**config.mk**
```make
export PLATFORM = sky130hd
export DESIGN_NAME = dadc_top
export DESIGN_NICKNAME = d
export VERILOG_FILES = /design/src/logic/dadc_ddr_out.v /design/src/logic/dadc_spi_port.v /design/src/logic/dadc_top.v
export VERILOG_INCLUDE_DIRS = /design/src /design/src/pkg
export SDC_FILE = /design/constraint.sdc
export NUM_CORES = 1
export LEC_CHECK = 0
export BUFFER_PORTS_ARGS = -buffer_cell sky130_fd_sc_hd__clkbuf_2
export CORE_ASPECT_RATIO = 0.8
export CORE_MARGIN = 5
export CORE_UTILIZATION = 45
export DETAILED_ROUTE_END_ITERATION = 8
export PLACE_DENSITY = 0.62
export SETUP_SLACK_MARGIN = 0.3
export SLEW_MARGIN = 40
export SYNTH_ARGS = -nofsm -noshare
export SYNTH_HDL_FRONTEND = slang
export SYNTH_HIERARCHICAL = 1
export SYNTH_SLANG_ARGS = --single-unit
```
**constraint.sdc**
```tcl
create_clock -name clk -period 7 [get_ports clk]
set_input_delay 0.7 -clock clk [delete_from_list [all_inputs] [get_ports clk]]
set_output_delay 0.7 -clock clk [all_outputs]
set_load 0.02 [all_outputs]
```
**src/pkg/dadc_consts.vh**
```
// constants shared by the dual converter control logic
// assumes one clk domain at 250 MHz; included by bare name
`ifndef DADC_CONSTS_VH
`define DADC_CONSTS_VH

// serial frame layout: rw bit, 7 address bits, 8 data bits
`define DADC_FRAME_BITS   5'h10
`define DADC_ADDR_BITS    5'h08
// mode control register addresses
`define DADC_ADDR_POWER   7'h01
`define DADC_ADDR_CLOCK   7'h02
`define DADC_ADDR_OUTPUT  7'h03
// reset values
`define DADC_RST_POWER    8'h00
`define DADC_RST_CLOCK    8'h01
`define DADC_RST_OUTPUT   8'h00
// power register fields
`define DADC_PWR_SLEEP    0
`define DADC_PWR_NAP      1
`define DADC_PWR_BOFF     2
// clock_config_reg fields
`define DADC_CLK_DCS      0
`define DADC_CLK_PH_LO    1
`define DADC_CLK_PH_HI    2
`define DADC_CLK_INV      3
// output register fields
`define DADC_OUT_CUR_LO   0
`define DADC_OUT_CUR_HI   2
`define DADC_OUT_TERM     3
`define DADC_OUT_DIS      4
// driver current codes
`define DADC_CUR_3P5MA    3'h0
`define DADC_CUR_1P75MA   3'h7
// result width and pipeline depth in samples
`define DADC_RES_BITS     12
`define DADC_PIPE_DEPTH   5

`endif

```
**src/logic/dadc_ddr_out.v**
```verilog
// double data rate output stage for both channels and the shared flag
// assumes word and phase come from the same clk domain
`timescale 1ns/1ps
`default_nettype none

module dadc_ddr_out #(
	parameter PAIRS = 6 // output pairs per channel
) (
	// clock and reset
	input  wire               clk,
	input  wire               reset,
	// aligned sample and phase
	input  wire [2*PAIRS-1:0] word_a,
	input  wire [2*PAIRS-1:0] word_b,
	input  wire               over_a,
	input  wire               over_b,
	input  wire               phase_high,
	// registered pin levels
	output reg  [PAIRS-1:0]   chan_a_bit_pair,
	output reg  [PAIRS-1:0]   chan_b_bit_pair,
	output reg                range_flag_out,
	output reg                clock_level
);

	reg [PAIRS-1:0] next_a; // next pair levels, channel a
	reg [PAIRS-1:0] next_b; // next pair levels, channel b
	integer         i;      // pair index

	// even bits while low, odd bits while high
	always @* begin
		next_a = {PAIRS{1'b0}};
		next_b = {PAIRS{1'b0}};
		for (i = 0; i < PAIRS; i = i + 1) begin
			next_a[i] = phase_high ? word_a[2*i+1] : word_a[2*i];
			next_b[i] = phase_high ? word_b[2*i+1] : word_b[2*i];
		end
	end

	// one register stage for data and clock keeps edges aligned
	always @(posedge clk or posedge reset) begin
		if (reset) begin
			chan_a_bit_pair <= {PAIRS{1'b0}};
			chan_b_bit_pair <= {PAIRS{1'b0}};
			range_flag_out  <= 1'b0;
			clock_level     <= 1'b0;
		end else begin
			chan_a_bit_pair <= next_a;
			chan_b_bit_pair <= next_b;
			range_flag_out  <= phase_high ? over_b : over_a;
			clock_level     <= phase_high;
		end
	end

endmodule // dadc_ddr_out

`default_nettype wire

```
**src/logic/dadc_spi_port.v**
```verilog
// serial configuration port: shifter, mode control registers, readback
// assumes cs_n, sdi already synchronised and sck edges found in clk domain
`timescale 1ns/1ps
`default_nettype none
`include "dadc_consts.vh"

module dadc_spi_port (
	// clock and reset
	input  wire       clk,
	input  wire       reset,
	// serial pins after synchronisation
	input  wire       enable,
	input  wire       cs_n,
	input  wire       sck_rise,
	input  wire       sck_fall,
	input  wire       sdi,
	// open-drain readback, low enable pulls the line low
	output reg        sdo_oe_n,
	// mode control registers
	output reg  [7:0] reg_power,
	output reg  [7:0] reg_clock,
	output reg  [7:0] reg_output
);

	reg  [15:0] shift_in;  // incoming frame
	reg  [4:0]  bit_count; // bits taken this frame
	reg  [7:0]  shift_out; // readback bits still to send
	reg         reading;   // frame is a read
	wire        take;      // one bit is taken this cycle
	wire [15:0] frame;     // frame including the bit now taken

	// decode of readback value, unmapped addresses read zero
	function [7:0] read_mux;
		input [6:0] addr;
		input [7:0] p;
		input [7:0] c;
		input [7:0] o;
		begin
			case (addr)
				`DADC_ADDR_POWER:  read_mux = p;
				`DADC_ADDR_CLOCK:  read_mux = c;
				`DADC_ADDR_OUTPUT: read_mux = o;
				default:           read_mux = 8'h00;
			endcase
		end
	endfunction

	// edges only count in serial mode and with cs_n low
	assign take  = enable && !cs_n && sck_rise && (bit_count < `DADC_FRAME_BITS);
	assign frame = {shift_in[14:0], sdi};

	// shifter and register writes
	always @(posedge clk or posedge reset) begin
		if (reset) begin
			shift_in   <= 16'h0000;
			bit_count  <= 5'h00;
			reading    <= 1'b0;
			reg_power  <= `DADC_RST_POWER;
			reg_clock  <= `DADC_RST_CLOCK;
			reg_output <= `DADC_RST_OUTPUT;
		end else if (!enable || cs_n) begin
			// a deselect ends the frame; a partial frame writes nothing
			bit_count <= 5'h00;
			reading   <= 1'b0;
		end else if (take) begin
			shift_in  <= frame;
			bit_count <= bit_count + 5'h01;
			if (bit_count == 5'h00) begin
				reading <= sdi;
			end
			// the sixteenth bit completes a write
			if (bit_count == `DADC_FRAME_BITS - 5'h01 && !reading) begin
				case (frame[14:8])
					`DADC_ADDR_POWER:  reg_power  <= frame[7:0];
					`DADC_ADDR_CLOCK:  reg_clock  <= frame[7:0];
					`DADC_ADDR_OUTPUT: reg_output <= frame[7:0];
					default:           reg_power  <= reg_power;
				endcase
			end
		end
	end

	// readback: load after address, change sdo on each falling sck
	always @(posedge clk or posedge reset) begin
		if (reset) begin
			shift_out <= 8'h00;
			sdo_oe_n  <= 1'b1;
		end else if (!enable || cs_n) begin
			shift_out <= 8'h00;
			sdo_oe_n  <= 1'b1;
		end else if (take && bit_count == `DADC_ADDR_BITS - 5'h01 && reading) begin
			shift_out <= read_mux(frame[6:0], reg_power, reg_clock, reg_output);
		end else if (sck_fall && reading && bit_count >= `DADC_ADDR_BITS) begin
			// pull low for a zero, release for a one
			sdo_oe_n  <= shift_out[7];
			shift_out <= {shift_out[6:0], 1'b0};
		end
	end

endmodule // dadc_spi_port

`default_nettype wire

```
**src/logic/dadc_top.v**
```verilog
// top of the converter digital side: pin sampling, programming mode,
// clock regeneration, pipeline and the ddr output path
// assumes the core results arrive on clk, one per sample_strobe
`timescale 1ns/1ps
`default_nettype none
`include "dadc_consts.vh"

module dadc_top #(
	parameter RES   = `DADC_RES_BITS,   // result width
	parameter DEPTH = `DADC_PIPE_DEPTH, // pipeline latency in samples
	parameter CNT_W = 8                 // encode period counter width
) (
	// clock and reset
	input  wire           clk,
	input  wire           reset,
	// encode pin
	input  wire           sample_clock_in,
	// core results, same clock
	input  wire [RES-1:0] conv_a_data,
	input  wire [RES-1:0] conv_b_data,
	input  wire           conv_a_over,
	input  wire           conv_b_over,
	output reg            sample_strobe,
	// programming pins
	input  wire           prog_mode_strap,
	input  wire           spi_cs_n,
	input  wire           spi_sck,
	input  wire           spi_sdi,
	output wire           spi_sdo_out,
	output wire           spi_sdo_oe_n,
	// ddr outputs
	output wire [RES/2-1:0] chan_a_bit_pair,
	output wire [RES/2-1:0] chan_b_bit_pair,
	output wire           range_flag_out,
	output reg            forwarded_out_clock,
	// mode levels to the analog side
	output reg  [2:0]     drive_current_code,
	output reg            term_enable,
	output reg            outputs_disable,
	output reg            power_sleep,
	output reg            power_nap,
	output reg            chan_b_off,
	output reg            dcs_enable,
	output reg            serial_mode
);

	// synchroniser stages, first stage read only by the second
	reg       enc_m;        // encode, first stage
	reg       enc_s;        // encode, second stage
	reg       enc_d;        // encode, edge history
	reg       enc_q;        // encode, aligned with the pipeline tail
	reg       cs_m;         // chip select, first stage
	reg       cs_s;         // chip select, second stage
	reg       sck_m;        // serial clock, first stage
	reg       sck_s;        // serial clock, second stage
	reg       sck_d;        // serial clock, edge history
	reg       sdi_m;        // data in, first stage
	reg       sdi_s;        // data in, second stage
	reg       strap_m;      // strap, first stage
	reg       strap_s;      // strap, second stage
	reg       strap_taken;  // strap has been latched
	wire      enc_rise;     // encode rising edge found
	wire      sck_rise;     // serial clock rising edge
	wire      sck_fall;     // serial clock falling edge

	// register file from the serial port
	wire [7:0] reg_power;   // sleep, nap, channel b off
	wire [7:0] reg_clock;   // clock_config_reg
	wire [7:0] reg_output;  // current, termination, disable

	// encode period measurement and regenerated clock
	reg  [CNT_W-1:0] phase_cnt;  // clk cycles since last encode rise
	reg  [CNT_W-1:0] period;     // last measured encode period
	reg              period_ok;  // an encode rise has been seen
	wire [CNT_W-1:0] half;       // half period for fifty percent
	wire [CNT_W-1:0] step;       // one eighth period, 45 degrees
	wire [CNT_W-1:0] shift_cyc;  // programmed clock delay
	wire [CNT_W-1:0] pos;        // delayed phase position
	wire             regen_high; // undelayed regenerated clock
	wire             data_high;  // phase that steers the data mux
	wire             clk_high;   // phase of forwarded clock

	// pipeline storage, index 0 newest
	reg [RES-1:0] pipe_a [0:DEPTH-1]; // channel a words
	reg [RES-1:0] pipe_b [0:DEPTH-1]; // channel b words
	reg [DEPTH-1:0] pipe_oa;          // channel a range flags
	reg [DEPTH-1:0] pipe_ob;          // channel b range flags
	reg           cap_pending;        // core results taken at the end of this cycle
	integer       k;                  // pipeline index

	// wrap a position back into one encode period
	function [CNT_W-1:0] wrap_sub;
		input [CNT_W-1:0] a;
		input [CNT_W-1:0] b;
		input [CNT_W-1:0] per;
		begin
			if (a >= b) begin
				wrap_sub = a - b;
			end else begin
				wrap_sub = a + per - b;
			end
		end
	endfunction

	// two stages on every pin before logic sees it
	always @(posedge clk or posedge reset) begin
		if (reset) begin
			enc_m   <= 1'b0;
			enc_s   <= 1'b0;
			enc_d   <= 1'b0;
			cs_m    <= 1'b1;
			cs_s    <= 1'b1;
			sck_m   <= 1'b0;
			sck_s   <= 1'b0;
			sck_d   <= 1'b0;
			sdi_m   <= 1'b0;
			sdi_s   <= 1'b0;
			enc_q   <= 1'b0;
		end else begin
			enc_m   <= sample_clock_in;
			enc_s   <= enc_m;
			enc_d   <= enc_s;
			cs_m    <= spi_cs_n;
			cs_s    <= cs_m;
			sck_m   <= spi_sck;
			sck_s   <= sck_m;
			sck_d   <= sck_s;
			sdi_m   <= spi_sdi;
			sdi_s   <= sdi_m;
			enc_q   <= enc_d;
		end
	end

	// strap stages run through reset so the latch after release sees
	// the board level, not a reset value
	always @(posedge clk) begin
		strap_m <= prog_mode_strap;
		strap_s <= strap_m;
	end

	// conversions start on the rising edge of the true encode input
	assign enc_rise = enc_s && !enc_d;
	assign sck_rise = sck_s && !sck_d;
	assign sck_fall = !sck_s && sck_d;

	// strap caught once after release; the board never moves it, so a
	// later change is deliberately ignored rather than followed
	always @(posedge clk or posedge reset) begin
		if (reset) begin
			strap_taken <= 1'b0;
			serial_mode <= 1'b1;
		end else if (!strap_taken) begin
			strap_taken <= 1'b1;
			serial_mode <= !strap_s;
		end
	end

	// serial port and its registers
	dadc_spi_port u_spi (
		.clk        (clk),
		.reset      (reset),
		.enable     (serial_mode && strap_taken),
		.cs_n       (cs_s),
		.sck_rise   (sck_rise),
		.sck_fall   (sck_fall),
		.sdi        (sdi_s),
		.sdo_oe_n   (spi_sdo_oe_n),
		.reg_power  (reg_power),
		.reg_clock  (reg_clock),
		.reg_output (reg_output)
	);

	// open drain: the pin only ever pulls low
	assign spi_sdo_out = 1'b0;

	// mode levels come from registers in serial mode, pins in parallel
	always @(posedge clk or posedge reset) begin
		if (reset) begin
			drive_current_code <= `DADC_CUR_3P5MA;
			term_enable        <= 1'b0;
			outputs_disable    <= 1'b0;
			power_sleep        <= 1'b0;
			power_nap          <= 1'b0;
			chan_b_off         <= 1'b0;
			dcs_enable         <= 1'b1;
		end else if (serial_mode) begin
			drive_current_code <= reg_output[`DADC_OUT_CUR_HI:`DADC_OUT_CUR_LO];
			term_enable        <= reg_output[`DADC_OUT_TERM];
			outputs_disable    <= reg_output[`DADC_OUT_DIS];
			power_sleep        <= reg_power[`DADC_PWR_SLEEP];
			power_nap          <= reg_power[`DADC_PWR_NAP];
			chan_b_off         <= reg_power[`DADC_PWR_BOFF];
			dcs_enable         <= reg_clock[`DADC_CLK_DCS];
		end else begin
			// parallel mode reaches only a reduced set of modes
			drive_current_code <= sdi_s ? `DADC_CUR_1P75MA : `DADC_CUR_3P5MA;
			term_enable        <= 1'b0;
			outputs_disable    <= 1'b0;
			power_sleep        <= sck_s;
			power_nap          <= 1'b0;
			chan_b_off         <= 1'b0;
			dcs_enable         <= cs_s;
		end
	end

	// measure the encode period in clk cycles, rise to rise
	always @(posedge clk or posedge reset) begin
		if (reset) begin
			phase_cnt <= {CNT_W{1'b0}};
			period    <= {CNT_W{1'b0}};
			period_ok <= 1'b0;
		end else if (enc_rise) begin
			phase_cnt <= {CNT_W{1'b0}};
			period    <= phase_cnt + {{(CNT_W-1){1'b0}}, 1'b1};
			period_ok <= 1'b1;
		end else if (phase_cnt != {CNT_W{1'b1}}) begin
			// saturate so a stopped encode clock cannot wrap
			phase_cnt <= phase_cnt + {{(CNT_W-1){1'b0}}, 1'b1};
		end
	end

	// stabilizer: high for half the last period whatever the duty
	assign half       = {1'b0, period[CNT_W-1:1]};
	// rises in the cycle after the pipeline tail takes a new word
	assign regen_high = period_ok && (phase_cnt != {CNT_W{1'b0}}) &&
		(phase_cnt <= half);
	assign data_high  = dcs_enable ? regen_high : enc_q;

	// phase shift in eighths of a period, only with the stabilizer on
	assign step       = {3'b000, period[CNT_W-1:3]};
	assign shift_cyc  = step * {{(CNT_W-2){1'b0}},
		reg_clock[`DADC_CLK_PH_HI:`DADC_CLK_PH_LO]};
	assign pos        = wrap_sub(phase_cnt, shift_cyc, period);
	assign clk_high   = dcs_enable && serial_mode ?
		(period_ok && pos != {CNT_W{1'b0}} && pos <= half) : enc_q;

	// one encode edge samples both channels together
	always @(posedge clk or posedge reset) begin
		if (reset) begin
			sample_strobe <= 1'b0;
			cap_pending   <= 1'b0;
		end else begin
			sample_strobe <= enc_rise && !power_sleep;
			cap_pending   <= enc_rise && !power_sleep;
		end
	end

	// data and flags share the same stages, one step per sample
	always @(posedge clk or posedge reset) begin
		if (reset) begin
			for (k = 0; k < DEPTH; k = k + 1) begin
				pipe_a[k] <= {RES{1'b0}};
				pipe_b[k] <= {RES{1'b0}};
			end
			pipe_oa <= {DEPTH{1'b0}};
			pipe_ob <= {DEPTH{1'b0}};
		end else if (cap_pending) begin
			pipe_a[0] <= conv_a_data;
			pipe_b[0] <= chan_b_off ? {RES{1'b0}} : conv_b_data;
			pipe_oa   <= {pipe_oa[DEPTH-2:0], conv_a_over};
			pipe_ob   <= {pipe_ob[DEPTH-2:0], conv_b_over && !chan_b_off};
			for (k = 1; k < DEPTH; k = k + 1) begin
				pipe_a[k] <= pipe_a[k-1];
				pipe_b[k] <= pipe_b[k-1];
			end
		end
	end

	// ddr stage drives pairs and flag from the pipeline tail
	dadc_ddr_out #(
		.PAIRS (RES/2)
	) u_ddr (
		.clk             (clk),
		.reset           (reset),
		.word_a          (pipe_a[DEPTH-1]),
		.word_b          (pipe_b[DEPTH-1]),
		.over_a          (pipe_oa[DEPTH-1]),
		.over_b          (pipe_ob[DEPTH-1]),
		.phase_high      (data_high),
		.chan_a_bit_pair (chan_a_bit_pair),
		.chan_b_bit_pair (chan_b_bit_pair),
		.range_flag_out  (range_flag_out),
		.clock_level     ()
	);

	// forwarded clock: one register from the phase, like the data, so
	// both move on one edge unless a shift is programmed;
	// inversion applies independently of the shift
	always @(posedge clk or posedge reset) begin
		if (reset) begin
			forwarded_out_clock <= 1'b0;
		end else if (shift_cyc == {CNT_W{1'b0}} || !dcs_enable) begin
			forwarded_out_clock <= data_high ^ (serial_mode && reg_clock[`DADC_CLK_INV]);
		end else begin
			forwarded_out_clock <= clk_high ^ reg_clock[`DADC_CLK_INV];
		end
	end

endmodule // dadc_top

`default_nettype wire

```
# --- After elaboration in Yosys (flattened, before gate mapping) ---
# Index checks and enable logic that the tools add are counted.
word_totals:
  ff_bits: 239
  out_inout_bits: 27
classes:
  n_addsub: 5
  mul: 1
  n_lt_le_gt_ge: 5
  eq_ne: 10
  mux: 40
  bitwise: 3
  reduce_logical: 47
op_table:
  columns: ["cell", "count"]
  rows:
  - ["two-way mux 8 bit", 6]
  - ["equality test 7 x 2 -> 1 bit (second input constant)", 4]
  - ["two-way mux 1 bit", 28]
  - ["case mux 8 bit (3 select lines)", 1]
  - ["logical AND 1 bit", 20]
  - ["less-or-equal comparator 8 x 7 -> 1 bit", 2]
  - ["nonzero test 8 bit", 2]
  - ["subtractor 8 x 7 -> 8 bit", 2]
  - ["equality test 7 x 1 -> 1 bit (second input constant)", 2]
  - ["two-way mux 12 bit", 1]
  - ["AND reduction 4 bit", 3]
  - ["zero test 1 bit", 10]
  - ["two-way mux 5 bit", 2]
  - ["adder 8 x 1 -> 8 bit (second input constant)", 1]
  - ["adder 8 bit", 1]
  - [">= comparator 8 x 7 -> 1 bit", 1]
  - ["zero test 8 bit", 1]
  - ["!= test 8 bit (second input constant)", 1]
  - ["nonzero test 2 bit", 4]
  - ["multiplier 5 x 2 -> 7 bit", 1]
  - ["two-way mux 3 bit", 2]
  - ["AND reduction 2 bit", 3]
  - ["adder 5 x 1 -> 5 bit (second input constant)", 1]
  - ["equality test 5 x 3 -> 1 bit (second input constant)", 1]
  - ["9 further kinds", 11]

# --- Depth between registers and ports, before layout ---
# Gate-level depths: netlist of the first run.
depth:
  word_depth: 9
  ltp_mapped: 24
  mapped_depth_nobuf: 24

# --- Cells and area by module ---
# The synthesis of the first run kept the hierarchy.
by_module_without_submodules:
  columns: ["module", "instances", "cells_each", "area_per_inst_um2", "seq_area_each_um2"]
  rows:
  - ["dadc_top", 1, 638, 7978.9, 4324.1]
  - ["dadc_spi_port", 1, 178, 2487.4, 1328.8]
  - ["dadc_ddr_out", 1, 29, 549.3, 350.3]

# --- Worst setup path before layout of the first run ---
# OpenSTA, ideal clock, no wires.
synth_path:
  path_type: "register to register"
  from: "register u_spi.reg_clock[2]"
  to: "register forwarded_out_clock"
  setup_time_ps: 122
  arrival_time_ps: 4876
  t_required_ps: 6878
  setup_slack_ps: 2003
  stages_incl_launch_ff: 24
  path_cell_list: "dfrtp_1 > and2_1 > ha_1 > inv_1 > fa_1 > xor2_1 > ha_1 > nor2_1 > a21oi_1 > o22ai_1 > a221o_1 > nand3_1 > nor2_1 > a21oi_1 > ha_1 > nor2b_1 > o21a_1 > o21a_1 > o211ai_1 > a21oi_1 > a2111o_1 > a2111oi_2 > mux2i_1 > nor2_1"
synth_via:
  elab_chain_cells: 9
synth_rtl:
  columns: ["item", "line_no", "text"]
  rows:
  - ["start: declaration", "dadc_spi_port.v:21", "output reg [7:0] reg_clock,"]
  - ["start signal: assignment", "dadc_spi_port.v:59", "reg_clock <= `DADC_RST_CLOCK;"]
  - ["start signal: assignment", "dadc_spi_port.v:75", "`DADC_ADDR_CLOCK: reg_clock <= frame[7:0];"]
  - ["multiplier 5 x 2 -> 7 bit (*)", "dadc_top.v:231", "assign shift_cyc = step * {{(CNT_W-2){1'b0}},"]
  - ["parallel branches: the longest is 7 deep, another holds subtractor 8 x 7 -> 8 bit", null, null]
  - ["two-way mux 1 bit (*)", "dadc_top.v:292", "end else if (shift_cyc == {CNT_W{1'b0}} || !dcs_enable) begin"]
  - ["end signal: assignment", "dadc_top.v:293", "forwarded_out_clock <= data_high ^ (serial_mode && reg_clock[`DADC_CLK_INV]);"]
  - ["end signal: assignment", "dadc_top.v:295", "forwarded_out_clock <= clk_high ^ reg_clock[`DADC_CLK_INV];"]
  - ["end: declaration", "dadc_top.v:35", "output reg forwarded_out_clock,"]
# Every way passes the cells marked *.
# A chain may end at the register's enable or synchronous reset.

# --- Worst setup path in the final report of the first run ---
layout_path:
  from: "register period[3]"
  to: "register forwarded_out_clock"
layout_via:
  elab_chain_cells: 9
layout_rtl:
  columns: ["item", "line_no", "text"]
  rows:
  - ["start: declaration", "dadc_top.v:73", "reg [CNT_W-1:0] period;"]
  - ["start signal: assignment", "dadc_top.v:210", "period <= {CNT_W{1'b0}};"]
  - ["start signal: assignment", "dadc_top.v:214", "period <= phase_cnt + {{(CNT_W-1){1'b0}}, 1'b1};"]
  - ["parallel branches: the longest is 8 deep, another holds subtractor 8 x 7 -> 8 bit", null, null]
  - ["two-way mux 1 bit (*)", "dadc_top.v:292", null]
# Marked as above.

==> results of run 1 <==
worst paths after layout:
| kind | from | end | cells past startpoint |
|---|---|---|---|
| hold / removal | spi_cs_n | cs_m | 1 |
| setup / recovery | period[3] | forwarded_out_clock | 23 |
| max in group asynchronous | reset | pipe_b[2] | 3 |
| min in group asynchronous | reset | pipe_a[43] | 2 |
| setup reg to reg | period[3] | forwarded_out_clock | 23 |
| hold reg to reg | strap_m | strap_s | 0 |
per-stage QoR:
stage               worst slack [ps]  std cells  power, mW  hold WS (ps)  area (um^2)
floorplan                       1675        844      2.979         309.6        10990
global placement                1710       1192      3.276         315.0        11560
detailed placement              1519       1192      3.309         321.7        11570
CTS                             1498       1236      4.695         230.5        12430
global route                    1048       1236      4.954         241.5        12440
finish                          1475       1236      4.644         261.8        12440
where the power goes:
| group | leakage, nW | internal (mW) | switching (mW) | total [mW] |
|---|---|---|---|---|
| combinational | 2.32 | 0.689 | 0.634 | 1.32 |
| sequential | 2.99 | 1.74 | 0.215 | 1.96 |
| clock | 0.425 | 0.838 | 0.526 | 1.36 |
flip-flops by register name, summed over array words and instances, names as in the netlist, 3 cells and up:
| name | cells |
|---|---|
| drive_current_code | 3 |
| period | 8 |
| phase_cnt | 8 |
| pipe_a | 60 |
| pipe_b | 60 |
| pipe_oa | 5 |
| pipe_ob | 5 |
| u_ddr/chan_a_bit_pair | 6 |
| u_ddr/chan_b_bit_pair | 6 |
| u_spi/bit_count | 5 |
| u_spi/reg_clock | 8 |
| u_spi/reg_output | 8 |
| u_spi/reg_power | 8 |
| u_spi/shift_in | 14 |
| u_spi/shift_out | 8 |
worst max-delay path, stage by stage, from the launching register on:
cell	delay [ps]
sky130_fd_sc_hd__dfrtp_1	440
sky130_fd_sc_hd__and2_1	160
sky130_fd_sc_hd__ha_1	210
sky130_fd_sc_hd__inv_1	70
sky130_fd_sc_hd__fa_1	400
sky130_fd_sc_hd__xor2_1	290
sky130_fd_sc_hd__ha_1	320
sky130_fd_sc_hd__nor2_1	60
sky130_fd_sc_hd__a21oi_1	380
sky130_fd_sc_hd__o22ai_1	160
sky130_fd_sc_hd__a221o_1	380
sky130_fd_sc_hd__nand3_1	320
sky130_fd_sc_hd__nor2_1	70
sky130_fd_sc_hd__a21oi_1	130
sky130_fd_sc_hd__ha_1	260
sky130_fd_sc_hd__nor2b_1	130
sky130_fd_sc_hd__o21a_1	160
sky130_fd_sc_hd__o21a_1	160
sky130_fd_sc_hd__o211ai_1	160
sky130_fd_sc_hd__a21oi_1	90
sky130_fd_sc_hd__a2111o_1	400
sky130_fd_sc_hd__a2111oi_2	370
sky130_fd_sc_hd__mux2i_1	220
sky130_fd_sc_hd__nor2_1	60
per-layer routing:
layer  GRT usage (%)  up-vias  share of wire [%]
li1                -     3091                  -
met2           23.55       82                 45
met4           3.302        0                2.0
met1           23.20     3246                 50
met5               0        -                  0
met3           2.333       30                3.1
final cells by class:
| type | instances | area [um^2] | area share [%] |
|---|---|---|---|
| multi-input combinational | 529 | 4696 | 37.74 |
| tap | 318 | 397.9 | 3.198 |
| clock inverter | 8 | 128.9 | 1.036 |
| inverter | 45 | 181.4 | 1.458 |
| timing repair buffer | 61 | 320.3 | 2.574 |
| sequential | 239 | 5982 | 48.08 |
| clock buffer | 36 | 735.7 | 5.913 |
==> reports/qor.txt, run 1 <==
===============================================================================================
Result of the run                                                                  complete, no violations
PostCTS Resize Cnt                                                                            0
Number of top-level pins                                                                     60
Clock tree skew after final layout                                                     17.84 ps
Vias after detailed routing                                                                6449
Commonest cells after routing, fill and taps aside                                 230 x sky130_fd_sc_hd__dfrtp_1, 168 x sky130_fd_sc_hd__mux2_2, 58 x sky130_fd_sc_hd__clkbuf_2, 48 x sky130_fd_sc_hd__nand2_1, 40 x sky130_fd_sc_hd__inv_1
Fin crit period                                                                         5525 ps
Power density over the cells                                                       373.3 nW/um^2
Post-synthesis to final-layout area growth                                               13.21%
Count of endpoints failing hold in the final timing report                                    0
Horizontal die dimension                                                               184.7 um
Max-slew violation total from the final report                                                0
Vert. Die Dim                                                                          149.8 um
Global-route wire length before repair                                                 34730 um
Fraction of layout instances using a drive strength above 1                              34.75%
Fmax                                                                                 0.1810 GHz
Overall routing resource usage                                                           15.31%
Final Util                                                                               51.45%
Total congestion overflow after global routing                                                0
Final weighted congestion in routability-driven placement                                0.8969
Clock insertion delay at the later pin of the skew report                                520 ps
CTS H-Tree Depth                                                                              1
Clock sink count                                                                            239
Row Count                                                                                    51
RSZ-0062 raised after global routing                                                         no
Die ar.                                                                              27670 um^2
Net Count, Synth                                                                            922
Final-layout fill cell count                                                               2119
Post-Route Setup TNS                                                                       0 ps
Vias in the first global route                                                             6682
Max-Slew Margin vs Limit                                                                 48.41%
DR WL/cell                                                                             16.60 um
Worst Path Required                                                                     7390 ps
Critical path endpoint category                                                            flop
Number of nets at the end of the flow                                                       978
Detailed-route DRC error count                                                                0
Number of iterations in the first detailed-routing pass                                       4
Period utilization                                                                       78.93%
Iteration-0 DRC count of the detailed router                                                355
Post-CTS setup-driven buffer insertion count                                                  0
Cell leakage power                                                                     5.739 nW
Hold bufs inserted after CTS                                                                  0
Crit Path Max Fanout                                                                          9
Antenna diode count                                                                           0
Core area                                                                            24180 um^2
Half-perimeter wire length after placement                                             13830 um
Leading cell type in the layout, fill and taps excluded                            sky130_fd_sc_hd__dfrtp_1
YS warnings                                                                                   6
CTS tree                                                                                    yes
CP arrival                                                                              5920 ps
Clk root buf                                                                       sky130_fd_sc_hd__clkbuf_16
Via-per-instance ratio                                                                    5.218
Worst-margin pin slew                                                                  772.2 ps
Clock buffer depth                                                                            3
Setup violators final                                                                         0
Largest voltage drop on the vdd net                                                   0.1537 mV
Number of input and output port buffers inserted                                             58
Total CTS buffers                                                                            24
Synthesized area per cell                                                            13.02 um^2
Final Routed Wirelength                                                                20510 um
Path type of the worst setup path                                                       reg2reg
Maximum number of pins on one net before global-route repair                                113
Initial cell density of the core                                                         45.44%
Post-DRT Antenna Nets                                                                         0
Clock input transition at the sequential cells of the worst setup and hold paths          60 ps
Hold crit path type                                                                      in2reg
Synthesized instance count                                                                  844
Register-to-register setup slack                                                        1470 ps
Netlist Area Pre-Place                                                               10990 um^2
Startpoint class of the critical path                                                      flop
Number of antenna violations at the first check in global routing                             0
Max-cap violation count                                                                       0
===============================================================================================
No activity file was read; power rests on OpenSTA's default activity.
==> run 2: changes to the inputs <==
==> constraint.sdc (replaced) <==
create_clock -name clk -period 5.26 [get_ports clk]
set_input_delay 0.526 -clock clk [delete_from_list [all_inputs] [get_ports clk]]
set_output_delay 0.526 -clock clk [all_outputs]
set_load 0.02 [all_outputs]
==> run 2 against run 1 <==
Net effect: global-route usage up 0.32 points; non-clock buffer count increased by 17; register-to-register slack got worse by 980 ps; sequential cell count did not move; fmax up 16%; clock power up 29%; setup slack worse by 980 ps; cell area up 2.7%; wire length rose by 2.1%; cell count up 1.5%; count of clock-buffer cells in the layout is 2 lower; largest power group unchanged; via count grew 2.0%.
==> reports/qor.txt, run 2 (same netlist as run 1, synthesis figures left out) <==
===============================================================================================
Maximum number of pins on one net before global-route repair                                148   +31%
Cell-internal power                                                                    4.431 mW   +36%
Final-layout worst hold slack                                                          75.22 ps   -186.6 ps
CTS tree                                                                                    yes
RSZ-0062 raised after global routing                                                         no
Clock buffer depth                                                                            3   unchanged
CP arrival                                                                              5160 ps   -760 ps
Die ar.                                                                              27670 um^2   unchanged
Number of iterations in the first detailed-routing pass                                       4   unchanged
Worst-path cell with the longest stage delay                                       sky130_fd_sc_hd__fa_2
Overall routing resource usage                                                           15.63%   +0.32 points
Total congestion overflow after global routing                                                0   unchanged
Max-Slew Margin vs Limit                                                                 49.88%   +1.5 points
Reg-to-reg startpoint                                                              u_spi/reg_clock[2]
Half-perimeter wire length after placement                                             14040 um   +1.5%
Max-cap violation count                                                                       0   unchanged
Fmax                                                                                 0.2098 GHz   +16%
Core area                                                                            24180 um^2   unchanged
CTS H-Tree Depth                                                                              1   unchanged
Post-synthesis to final-layout area growth                                               16.30%
Ordered list of cells on the worst path                                            and2_4 -> ha_4 -> inv_1 -> fa_2 -> ha_4 -> nand2b_1 -> a21oi_4 -> o41ai_2 -> a221o_1 -> nand3_4 -> nor2_1 -> a21oi_1 -> ha_1 -> nor2b_1 -> o21a_1 -> o21a_1 -> o211ai_1 -> a21oi_1 -> a2111o_1 -> a2111oi_4 -> mux2i_1 -> nor2_1
Global-route wire length before repair                                                 35250 um   +1.5%
Layout Cell Area excl Fill                                                           12780 um^2   +2.7%
Clock sink count                                                                            239   unchanged
Detailed-route DRC error count                                                                0   unchanged
Overall power                                                                          6.350 mW   +37%
Crit Path Max Fanout                                                                          7   -2
Hold crit path type                                                                      in2reg
Leading cell type in the layout, fill and taps excluded                            sky130_fd_sc_hd__dfrtp_1
Critical path's largest stage delay                                                      510 ps   +70 ps
Reg2Reg Depth                                                                                22   -4.3%
Initial cell density of the core                                                         45.44%   unchanged
Vert. Die Dim                                                                          149.8 um   unchanged
Period utilization                                                                       90.63%   +12 points
Placed standard-cell area                                                            11640 um^2   +0.64%
Register-to-register setup slack                                                         490 ps   -980 ps
Horizontal die dimension                                                               184.7 um   unchanged
DR WL/cell                                                                             16.71 um   +0.66%
Final weighted congestion in routability-driven placement                                0.9280   +3.5%
Final Util                                                                               52.85%   +1.4 points
Path type of the worst setup path                                                       reg2reg
Fin worst setup slack                                                                  492.6 ps   -982.2 ps
Iteration-0 DRC count of the detailed router                                                365   +2.8%
Relative contribution of combinational cells to total power                               31.4%   +2.9 points
Vias after detailed routing                                                                6575   +2.0%
Worst reg2reg endpoint                                                             forwarded_out_clock
Number of nets at the end of the flow                                                       996   +1.8%
Worst-margin pin slew                                                                  751.0 ps   -21.28 ps
Setup violators final                                                                         0   unchanged
Clk root buf                                                                       sky130_fd_sc_hd__clkbuf_16
Min-Delay Endpoint                                                                         cs_m
Number of antenna violations at the first check in global routing                             0   unchanged
Clk network pwr share                                                                     27.7%   -1.7 points
Sequential power share                                                                    40.8%   -1.3 points
Clock insertion delay at the later pin of the skew report                                530 ps   about the same
Vias in the first global route                                                             6673   -0.13%
Reported net switching power                                                           1.919 mW   +39%
Count of endpoints failing hold in the final timing report                                    0   unchanged
Worst Path Required                                                                     5660 ps   -1730 ps
Result of the run                                                                  complete, no violations
Pre-CTS setup slack                                                                   -20.25 ps   -1539 ps
Critical path endpoint category                                                            flop
Largest voltage drop on the vdd net                                                   0.2694 mV   +75%
Post-DRT Antenna Nets                                                                         0   unchanged
Power density over the cells                                                       496.8 nW/um^2   +33%
Fraction of layout instances using a drive strength above 1                              38.46%   +3.7 points
Commonest cells after routing, fill and taps aside                                 230 x sky130_fd_sc_hd__dfrtp_1, 168 x sky130_fd_sc_hd__mux2_2, 58 x sky130_fd_sc_hd__clkbuf_2, 47 x sky130_fd_sc_hd__nand2_1, 40 x sky130_fd_sc_hd__inv_1
Max-slew violation total from the final report                                                0   unchanged
Hold Startpoint                                                                        spi_cs_n
Total CTS buffers                                                                            25   +4.2%
Via-per-instance ratio                                                                    5.243   +0.49%
Final Routed Wirelength                                                                20950 um   +2.1%
Clock tree skew after final layout                                                     25.17 ps   +7.331 ps
Worst Hold Depth                                                                              1   unchanged
Clock input transition at the sequential cells of the worst setup and hold paths          60 ps   about the same
Number of input and output port buffers inserted                                             58   unchanged
Row Count                                                                                    51   unchanged
Number of top-level pins                                                                     60   unchanged
Antenna diode count                                                                           0   unchanged
Largest regs                                                                       pipe_a x60, pipe_b x60, u_spi/shift_in x14
Hold bufs inserted after CTS                                                                  0   unchanged
Sw Ratio                                                                                 30.21%   +0.59 points
Startpoint class of the critical path                                                      flop
Cell leakage power                                                                     5.832 nW   +1.6%
Fin crit period                                                                         4767 ps   -757.8 ps
===============================================================================================
run 2: cell count changes in the layout (fill, tap and decap cells not counted), sizes merged:
cell / change
bufinv: -1
clkinvlp: +1
inv: +4
buf: +17
clkinv: -1
clkbuf: -2
run 2: worst max-delay path: cells and delay by family, from the launching register on:
family | cells | cell delay [ps]
compound gates | 10 | 1990
simple gates | 6 | 660
fa+ha+maj | 4 | 1250
buf+inv | 1 | 90
mux | 1 | 220
flops | 1 | 430
run 2: final cells by class:
class	count	area, um^2
multi-input combinational	529	4911
clock buffer	34	699.4
timing repair buffer	78	485.5
clock inverter	11	133.9
tap	318	397.9
inverter	45	172.7
sequential	239	5982
fill	2108	11400
run 2: how the worst max path moves through the flow:
stage | from | endpoint | slack [ps] | cells after the start
after floorplan | u_spi/reg_clock[2] | forwarded_out_clock | 330 | 23
after global placement | u_spi/reg_clock[1] | forwarded_out_clock | 130 | 22
after detailed placement | u_spi/reg_clock[1] | forwarded_out_clock | -20 | 21
after CTS | u_spi/reg_clock[2] | forwarded_out_clock | 300 | 19
after global routing | u_spi/reg_clock[2] | forwarded_out_clock | 270 | 23
final | u_spi/reg_clock[2] | forwarded_out_clock | 490 | 22
run 2: per-stage QoR:
step / std cells / TNS (ps)
2_1_floorplan: 844 / 0
3_3_place_gp: 1198 / 0
3_5_place_dp: 1199 / -20.25
4_1_cts: 1250 / 0
5_1_grt: 1254 / 0
6_report: 1254 / 0
run 2: repair_timing:
action                                  in CTS  in global routing
gates resized for setup                     17                 14
endpoints found under the setup margin       1                  1
pin swaps                                    5                 10
buffers inserted                             6                  3
gates cloned                                 0                  0
hold endpoints to repair                     0                  0
run 2: power groups by stage:
stage               sequential, mW  clock, mW  combinational (mW)
floorplan                     2.60          0                1.37
global placement              2.62          0                1.75
detailed placement            2.63          0                1.79
CTS                           2.60       1.83                1.89
global route                  2.66       1.90                2.22
finish                        2.59       1.76                1.99
run 2: per-layer routing:
metal | share of wire, % | GRT usage [%] | wire length, um
met5 | 0 | 0 | 0
met4 | 2.5 | 4.329 | 533
met3 | 3.6 | 2.576 | 747
met2 | 44 | 23.30 | 9272
met1 | 50 | 23.79 | 10400
